### src/core/rclv_pkg.sv
// Package for the reset cause and low supply flag block.
// Assumes a single 250 MHz clock domain and an active-low async reset.
package rclv_pkg;
    // Clock period in ns
    localparam int unsigned CLK_PERIOD_NS   = 4;
    // Least pulse width accepted on the reset pin, in ns
    localparam int unsigned PIN_FILTER_NS   = 100;
    // Filter count; the pin must stay low one cycle more than this before a reset is accepted (rounded up)
    localparam int unsigned PIN_FILTER_CYC  =
        (PIN_FILTER_NS + CLK_PERIOD_NS - 1) / CLK_PERIOD_NS;
    // Width of the glitch filter counter
    localparam int unsigned FILT_W          = 8;
    // Reset pulse counter load; the internal reset pulse lasts one cycle less
    localparam int unsigned RST_HOLD_CYC    = 4;
    // Flag values after power-on: power-on 0, time-out 1, power-down 1
    localparam logic        POR_FLAG_RST    = 1'b0;
    localparam logic        TO_FLAG_RST     = 1'b1;
    localparam logic        PD_FLAG_RST     = 1'b1;
    localparam logic        LOW_FLAG_RST    = 1'b0;
    // Bit position of the low supply flag in the power control register
    localparam int unsigned LOW_FLAG_BIT    = 0;
    localparam int unsigned POWER_CONTROL_REG_W          = 2;

    // Reset cause recorded for software
    typedef enum logic [2:0] {
        RCLV_CAUSE_POR,
        RCLV_CAUSE_PIN_RUN,
        RCLV_CAUSE_PIN_SLEEP,
        RCLV_CAUSE_WDOG_RUN,
        RCLV_CAUSE_WDOG_WAKE,
        RCLV_CAUSE_INT_WAKE
    } rclv_cause_type;
endpackage

### src/core/rclv_pin_if.sv
// Interface between the top block and the pin glitch filter.
// Assumes both ends run on the same clock.
interface rclv_pin_if;
    logic pin_low;  // Synchronised pin level, high while pin is low
    logic accepted; // Filtered low level, high once a real reset is seen
    modport filt (input pin_low, output accepted);
    modport top  (output pin_low, input accepted);
endinterface

### src/core/rclv_glitch_filter.sv
// Glitch filter for the external reset pin.
// Assumes the input is already synchronised to clk_i.
module rclv_glitch_filter
    import rclv_pkg::*;
#(
    parameter int unsigned FILT_CYC = PIN_FILTER_CYC
) (
    input  wire logic  clk_i,
    input  wire logic  resetn_i,
    rclv_pin_if.filt   pin
);
    import rclv_pkg::*;

    // All state of the filter
    typedef struct packed {
        logic [FILT_W-1:0] cnt;
        logic              acc;
    } rclv_filt_type;

    rclv_filt_type s_q, s_d;

    // Count consecutive low cycles; any high level restarts the count
    always_comb begin
        s_d = s_q;
        if (!pin.pin_low) begin
            s_d.cnt = '0;
            s_d.acc = 1'b0;
        end else if (s_q.cnt < FILT_W'(FILT_CYC)) begin
            s_d.cnt = s_q.cnt + FILT_W'(1);
        end else begin
            s_d.acc = 1'b1;
        end
    end

    // State register
    always_ff @(posedge clk_i or negedge resetn_i) begin
        if (!resetn_i) begin
            s_q <= '0;
        end else begin
            s_q <= s_d;
        end
    end

    assign pin.accepted = s_q.acc;
endmodule

### src/core/rclv_top.sv
// Reset cause discrimination and low supply flag.
// Assumes resetn_i is the power-on reset, the pin and the supply comparator
// are asynchronous, and watchdog, sleep and wake inputs are on clk_i.
// Function
// Classify power-on, pin run/sleep, watchdog resets.
// Reset-immune registers keep value except power-on.
// Ordinary registers reset, except watchdog wake.
// Power-on gives flags 0,1,1.
// Watchdog reset running gives 1,0,1.
// Watchdog wake from sleep gives 1,0,0.
// Pin reset running gives 1,1,1.
// Pin reset or interrupt wake sleeping: 1,1,0.
// Glitch filter rejects short reset pin pulses.
// Watchdog reset never drives reset pin low.
// Low supply clears power control bit 0.
// Software alone sets low supply flag again.
// Flag stays cleared after supply recovers.
module rclv_top
    import rclv_pkg::*;
#(
    parameter int unsigned FILT_CYC = PIN_FILTER_CYC
) (
    input  wire logic                  clk_i,
    input  wire logic                  resetn_i,
    input  wire logic                  external_reset_pin_n_i,
    input  wire logic                  supply_low_i,
    input  wire logic                  watchdog_timeout_i,
    input  wire logic                  sleeping_i,
    input  wire logic                  int_wake_i,
    input  wire logic                  flag_wr_i,
    input  wire logic                  flag_wr_data_i,
    input  wire logic                  por_flag_wr_i,
    output logic                       por_flag_n_o,
    output logic                       timeout_flag_n_o,
    output logic                       powerdown_flag_n_o,
    output logic                       low_supply_flag_n_o,
    output logic [POWER_CONTROL_REG_W-1:0]          power_control_reg_o,
    output rclv_pkg::rclv_cause_type   cause_o,
    output logic                       ordinary_reset_o,
    output logic                       resume_o,
    output logic                       external_reset_pin_n_o,
    output logic                       external_reset_pin_n_oe_o
);
    import rclv_pkg::*;

    // All state of the block
    typedef struct packed {
        logic           pin_s1;    // Synchroniser stage one for the pin
        logic           pin_s2;    // Synchroniser stage two
        logic           sup_s1;    // Synchroniser stage one for the comparator
        logic           sup_s2;    // Synchroniser stage two
        logic           pin_held;  // Pin reset already counted, wait for release
        logic           por_f;     // Power-on flag, active low
        logic           to_f;      // Time-out flag, active low
        logic           pd_f;      // Power-down flag, active low
        logic           low_f;     // Low supply flag, active low
        rclv_cause_type cause;     // Last reset cause
        logic [2:0]     hold;      // Ordinary reset pulse counter
        logic           ord_rst;   // Ordinary register reset pulse
        logic           resume;    // Wake-up resume pulse
    } rclv_state_type;

    rclv_state_type s_q, s_d;
    rclv_pin_if     pin_bus ();

    // Filter sees only the second synchroniser stage
    assign pin_bus.pin_low = ~s_q.pin_s2;

    rclv_glitch_filter #(
        .FILT_CYC (FILT_CYC)
    ) u_filt (
        .clk_i    (clk_i),
        .resetn_i (resetn_i),
        .pin      (pin_bus.filt)
    );

    // Load the three cause flags in one place
    function automatic rclv_state_type set_flags(input rclv_state_type s,
                                                 input logic to_v,
                                                 input logic pd_v);
        rclv_state_type r;
        r      = s;
        r.por_f = 1'b1;
        r.to_f  = to_v;
        r.pd_f  = pd_v;
        return r;
    endfunction

    // Event decode, flag update and reset pulse generation
    always_comb begin
        s_d        = s_q;
        s_d.pin_s1 = external_reset_pin_n_i;
        s_d.pin_s2 = s_q.pin_s1;
        s_d.sup_s1 = supply_low_i;
        s_d.sup_s2 = s_q.sup_s1;
        s_d.resume = 1'b0;
        if (s_q.hold != 3'h0) begin
            s_d.hold = s_q.hold - 3'h1;
        end
        s_d.ord_rst = (s_q.hold > 3'h1);
        if (!pin_bus.accepted) begin
            s_d.pin_held = 1'b0;
        end
        // Software writes the power-on flag high once it has seen a power-on
        if (por_flag_wr_i) begin
            s_d.por_f = 1'b1;
        end
        if (pin_bus.accepted && !s_q.pin_held) begin
            // Filtered pin reset; sleep state picks the cause
            s_d.pin_held = 1'b1;
            s_d.hold     = 3'(RST_HOLD_CYC);
            if (sleeping_i) begin
                s_d       = set_flags(s_d, 1'b1, 1'b0);
                s_d.cause = RCLV_CAUSE_PIN_SLEEP;
            end else begin
                s_d       = set_flags(s_d, 1'b1, 1'b1);
                s_d.cause = RCLV_CAUSE_PIN_RUN;
            end
        end else if (watchdog_timeout_i) begin
            if (sleeping_i) begin
                // Wake-up: ordinary registers keep state, execution resumes
                s_d        = set_flags(s_d, 1'b0, 1'b0);
                s_d.cause  = RCLV_CAUSE_WDOG_WAKE;
                s_d.resume = 1'b1;
            end else begin
                // Internal only; the pin driver is never enabled
                s_d       = set_flags(s_d, 1'b0, 1'b1);
                s_d.cause = RCLV_CAUSE_WDOG_RUN;
                s_d.hold  = 3'(RST_HOLD_CYC);
            end
        end else if (int_wake_i && sleeping_i) begin
            s_d        = set_flags(s_d, 1'b1, 1'b0);
            s_d.cause  = RCLV_CAUSE_INT_WAKE;
            s_d.resume = 1'b1;
        end
        // Software sets the low flag; a low supply wins over the write
        if (flag_wr_i && flag_wr_data_i) begin
            s_d.low_f = 1'b1;
        end else if (flag_wr_i) begin
            s_d.low_f = 1'b0;
        end
        // Recovery above the upper trip point never sets it back
        if (s_q.sup_s2) begin
            s_d.low_f = 1'b0;
        end
    end

    // State register; power-on is the asynchronous reset
    always_ff @(posedge clk_i or negedge resetn_i) begin
        if (!resetn_i) begin
            s_q          <= '0;
            s_q.por_f    <= POR_FLAG_RST;
            s_q.to_f     <= TO_FLAG_RST;
            s_q.pd_f     <= PD_FLAG_RST;
            s_q.low_f    <= LOW_FLAG_RST;
            s_q.cause    <= RCLV_CAUSE_POR;
            s_q.pin_s1   <= 1'b1;
            s_q.pin_s2   <= 1'b1;
            s_q.hold     <= 3'(RST_HOLD_CYC);
            s_q.ord_rst  <= 1'b1;
        end else begin
            s_q <= s_d;
        end
    end

    // Outputs straight from flip-flops
    assign por_flag_n_o           = s_q.por_f;
    assign timeout_flag_n_o       = s_q.to_f;
    assign powerdown_flag_n_o     = s_q.pd_f;
    assign low_supply_flag_n_o    = s_q.low_f;
    assign power_control_reg_o    = {s_q.por_f, s_q.low_f};
    assign cause_o                = s_q.cause;
    assign ordinary_reset_o       = s_q.ord_rst;
    assign resume_o               = s_q.resume;
    // Pin is an input only; reset stays internal
    assign external_reset_pin_n_o    = 1'b1;
    assign external_reset_pin_n_oe_o = 1'b0;
endmodule

### config.mk
export PLATFORM = sky130hd
export DESIGN_NAME = rclv_top
export DESIGN_NICKNAME = d
export VERILOG_FILES = /design/src/core/rclv_pkg.sv /design/src/core/rclv_pin_if.sv /design/src/core/rclv_glitch_filter.sv /design/src/core/rclv_top.sv
export SDC_FILE = /design/constraint.sdc
export NUM_CORES = 1
export LEC_CHECK = 0
export BUFFER_PORTS_ARGS = -buffer_cell sky130_fd_sc_hd__buf_2
export CORE_MARGIN = 3
export CORE_UTILIZATION = 30
export DETAILED_ROUTE_END_ITERATION = 10
export GPL_ROUTABILITY_DRIVEN = 0
export GPL_TIMING_DRIVEN = 0
export PLACE_DENSITY = 0.52
export SYNTH_ARGS = -nofsm -noshare
export SYNTH_HDL_FRONTEND = slang
export SYNTH_SLANG_ARGS = --single-unit
### constraint.sdc
create_clock -name clk_i -period 1.43 [get_ports clk_i]
set_clock_uncertainty 0.1 [all_clocks]
set_input_delay 0.143 -clock clk_i [delete_from_list [all_inputs] [get_ports clk_i]]
set_output_delay 0.143 -clock clk_i [all_outputs]
set_load 0.02 [all_outputs]
Word-level counts from Yosys, hierarchy flattened
Index checks and enable logic that the tools add are counted.

operators by class
  order comparisons = 2
  equal/unequal tests = 1
  muxes and demuxes = 14
  add/subtract/negate cells = 2
  reductions and logical operators = 9

operators with widths
  operator                                                        number
  2-to-1 mux 12 bit                                               2
  2-to-1 mux 10 bit                                               2
  2-to-1 mux 13 bit                                               1
  2-to-1 mux 9 bit                                                1
  nonzero test 3 bit                                              3
  adder 8 x 1 -> 8 bit (second input constant)                    1
  less-than comparator 8 x 5 -> 1 bit (second input constant)     1
  2-to-1 mux 8 bit                                                1
  2-to-1 mux 1 bit                                                6
  nonzero test 4 bit                                              1
  greater-than comparator 3 x 1 -> 1 bit (second input constant)  1
  logical AND 1 bit                                               3
  2-to-1 mux 3 bit                                                1
  subtractor 3 x 1 -> 3 bit (second input constant)               1
  inequality test 2 bit (second input constant)                   1
  nonzero test 2 bit                                              1
  logical NOT 1 bit                                               1

storage, ports and cells
  output and inout port bits = 13
  logic and storage cells = 43
  flip-flop bits (word level) = 26

Logic depth before layout (Yosys ltp)
  depth after elaboration = 8
  gate-level depth with buffers = 6

Cells and area by module
A second synthesis with hierarchy kept.

second synthesis, totals
  cells, all modules = 109
  area total of the unflattened synthesis = 1203.7 um2

modules (own cells, without submodules)
  module              area an instance (um2)  instances  cells each
  rclv_top            755.7                   1          68
  rclv_glitch_filter  447.9                   1          41

Worst setup path after synthesis
Ideal clock, no wire load.

  path kind = register -> register
  start point = register u_filt.s_q[1] in the netlist's numbering
  end point = register u_filt.s_q[2] in the netlist's numbering
  period minus slack after synthesis = 1.357 ns
  data arrival time = 1.126 ns
  path buffers = 0
  required time = 1.199 ns
  slack = 0.073 ns
  setup time = 0.131 ns
  cell stages (with the launch flop) = 7
  cells stage by stage = dfrtp_1 > inv_1 > ha_1 > nor2b_1 > o21ai_2 > mux2i_1 > nor2_1

on the way
  cells in the longest elaborated chain, start to end = 3

RTL lines
  element                 RTL line                  RTL
  from (decl)             rclv_glitch_filter.sv:20  rclv_filt_type s_q, s_d;
  from (signal assigned)  rclv_glitch_filter.sv:38  s_q <= '0;
  from (signal assigned)  rclv_glitch_filter.sv:40  s_q <= s_d;
  adder 8 x 1 -> 8 bit    rclv_glitch_filter.sv:29  s_d.cnt = s_q.cnt + FILT_W'(1);
  2-to-1 mux 8 bit        rclv_glitch_filter.sv:28  end else if (s_q.cnt < FILT_W'(FILT_CYC)) begin
  2-to-1 mux 9 bit        rclv_glitch_filter.sv:25  if (!pin.pin_low) begin

Parallel ways exist; a longest one is shown, timed or not. The select of a mux whose other input is x is not followed.
A chain may end at the register's enable or synchronous reset.

Final worst setup path
  start point = register u_filt.s_q[2] in the netlist's numbering
  end point = register u_filt.s_q[3] in the netlist's numbering

The elaborated chain is that of the path after synthesis.

==> metrics.txt <==
status finished, final reports clean; Register-to-Register Path Depth 6; placed cells 170; Worst Tran Pin Value about 0.57 ns; total gr overflow 0; Pleak around 0.7 nW; Hold Crit Class in2reg; Worst setup endpoint u_filt.s_q[3]$_DFFE_PN0P_; post-synth top area cell dfrtp_1; endpoints failing setup 0; CP Capture Type register; Seq/Total Area, Yosys between 50% and 60%; post-synth top area share a little over two fifths; Detailed Place HPWL approximately 1400 um; Ant. Diodes 0; initial antenna violation count 0; root buffer cell clkbuf_8; via count between 700 and 800; RR Startpoint u_filt.s_q[2]$_DFFE_PN0P_; share of cells above drive strength 1 between 30% and 40%; Tmin final approximately 1.4 ns; Layout Area Growth over Synthesis 25.4%; placed cell area approximately 1300 sq um; peak supply drop ~0.52 mV; worst skew pair latency about 0.26 ns; DRT Pass-1 Iters 2; Layout Cells excl Fill 180; FF-to-FF setup slack between 0.06 and 0.07 ns; synthesized area roughly 1200 sq um; relative slew slack between 60% and 70%; Slew Limit Fails 0; Final Util between 40% and 50%; clock transition at the registers of the reported paths 0.09 ns; vias in the first global route ~820; Worst Hold Depth 3; Site Rows 21; setup repair after global routing missed its margin true; Reg area 658 sq um; syn_nets 120; wire per inst between 10 and 15 um; total power draw around 1.8 mW; multi-input logic area 437 sq um; I/O pins 23; Fmax 0.734 GHz; post-route cell area 1450 sq um; kind of critical path reg2reg; nets 150; chip width approximately 68 um; period utilization a little over nine tenths; die height 68.1 um; Synth Area per Inst roughly 11 sq um; DR iter-0 viols 19; Ys Warns 0; Seq cells post-synth 26; CTS tree done; max-cap violation count 0; Worst Path Max Fanout 2; total global-route track usage 9.92%; clk buf depth 2; pin count of the biggest net entering global routing 27; Cells after Synth between 100 and 150; Req. time, crit path between 1 and 1.5 ns; CP startpoint u_filt.s_q[2]$_DFFE_PN0P_; WL final between 1500 and 2000 um; CP startpoint kind register; H-tree Lvls 1; reg2reg end u_filt.s_q[3]$_DFFE_PN0P_; CP Data Arrival Time around 1.4 ns; post-route ant nets 0; top post-synthesis cells by area dfrtp_1, dfstp_2, ha_1, buf_4, nor2_1; port bufs 19; Fill cells about 350; Power Dens Cells roughly 1200 nW/um^2; Initial Util about a third; core area about 3500 sq um; DR vias/cell 4.24; CTS Buf Count 3; CTS sink cnt 26; die area between 4000 and 5000 sq um; first-pass GRT wire length roughly 3500 um; DRC 0; post-synth cell types 31; final hold violation count 0
[how the worst min path moves through the flow]
stage | slack (ns) | endpoint | from
final | 0.02 | low_supply_flag_n_o$_DFFE_PN0P_ | flag_wr_data_i
after global routing | 0.06 | low_supply_flag_n_o$_DFFE_PN0P_ | flag_wr_data_i
after CTS | 0.02 | low_supply_flag_n_o$_DFFE_PN0P_ | flag_wr_data_i
after detailed placement | 0.08 | u_filt.s_q[3]$_DFFE_PN0P_ | resetn_i
after global placement | 0.08 | u_filt.s_q[1]$_DFFE_PN0P_ | resetn_i
after floorplan | -0.25 | cause_o[0]$_DFFE_PN0P_ | resetn_i
[what timing repair did]
action / 4_1_cts / 5_1_grt
setup buffers: 3 / 0
hold buffers: 4 / 0
cloned: 0 / 0
endpoints found under the setup margin: 1 / 5
pin swaps: 1 / 3
endpoints found under the hold margin: 23 / 0
gates resized for setup: 4 / 3
[per-stage QoR]
step	hold WS (ns)	worst slack (ns)	setup TNS, ns
5_1_grt	0.0572	-0.0316	-0.0316
3_5_place_dp	0.0797	-0.0367	-0.0367
4_1_cts	0.0209	0.0156	0
2_1_floorplan	-0.253	0.0726	0
6_report	0.0228	0.0670	0
3_3_place_gp	0.0766	0.00643	0
[cell usage in the layout, fill, tap and decap left out, types with 2 or more instances in the layout]
| cell type | Yosys | final |
|---|---|---|
| a211oi_1 | 2 | 2 |
| a21oi_1 | 5 | 5 |
| buf_2 | 0 | 19 |
| buf_4 | 7 | 10 |
| clkbuf_8 | 0 | 4 |
| conb_1 | 2 | 2 |
| dfrtp_1 | 20 | 20 |
| dfstp_2 | 6 | 6 |
| dlygate4sd3_1 | 0 | 4 |
| ha_1 | 5 | 4 |
| inv_1 | 7 | 5 |
| inv_2 | 0 | 2 |
| mux2i_1 | 3 | 3 |
| nand2_1 | 3 | 3 |
| nor2_1 | 13 | 13 |
| nor2b_1 | 4 | 3 |
| nor2b_4 | 1 | 2 |
| o21ai_0 | 7 | 7 |
| xnor2_1 | 2 | 2 |
| xor2_1 | 2 | 2 |
[power breakdown]
| group | internal [mW] | switching [mW] | leakage (nW) |
|---|---|---|---|
| clock | 0.246 | 0.224 | 0.0288 |
| sequential | 0.841 | 0.0560 | 0.317 |
| combinational | 0.169 | 0.215 | 0.334 |
| total | 1.26 | 0.495 | 0.680 |
[synthesized netlist by cell type (all sizes together)]
master  count
a211oi      2
a21oi       5
and2        1
buf         7
clkbuf      3
conb        2
dfrtp      20
dfstp       6
ha          5
inv         7
mux2i       3
nand2       4
nand2b      1
nand3b      1
nand4       1
nor2       13
nor2b       5
nor3        2
nor3b       1
o211ai      1
o21ai       9
o22ai       1
or3         1
xnor2       2
xor2        2
[registers in the layout, summed over array words and instances (netlist names)]
register,flops
timeout_flag_n_o,1
resume_o,1
u_filt.s_q,8
ordinary_reset_o,1
cause_o,3
por_flag_n_o,1
s_q,8
powerdown_flag_n_o,1
low_supply_flag_n_o,1
u_filt.pin.accepted,1
[cells by family (layout without fill, tap and decap cells)]
kind of cell | after synthesis | after routing | synth area share [%]
and+or+nand+nor | 30 | 30 | 14.4
AOI/OAI and AO/OA | 18 | 18 | 9.29
buffers and inverters | 17 | 46 | 7.88
muxes | 3 | 3 | 2.59
adders and majority gates | 5 | 5 | 5.40
xor gates and xnor gates | 4 | 4 | 3.02
other | 2 | 2 | 0.648
DFF | 26 | 26 | 56.8
[layout make-up]
| class | instances | share of cell area (%) |
|---|---|---|
| clock buffer | 4 | 3.79 |
| tap | 46 | 3.96 |
| timing repair buffer | 26 | 10.9 |
| multi-input combinational | 62 | 30.1 |
| buffer | 9 | 4.22 |
| sequential | 26 | 45.3 |
| inverter | 7 | 1.81 |
[critical path: stages, from the launching register on]
cell and delay, ns:
dfrtp_1 0.39, inv_2 0.06, ha_4 0.15, nor2b_4 0.13, o211ai_2 0.21, xor2_1 0.17, nor2_1 0.05
[layer usage]
metal  part of all wire (%)  GRT usage, %  vias up
met5                      0             0        -
met4                    1.1          4.47        0
met3                    3.3          1.97        2
met2                     53          16.8        7
met1                     43          12.1      366
li1                       -             -      389
No activity file was read; power rests on OpenSTA's default activity.
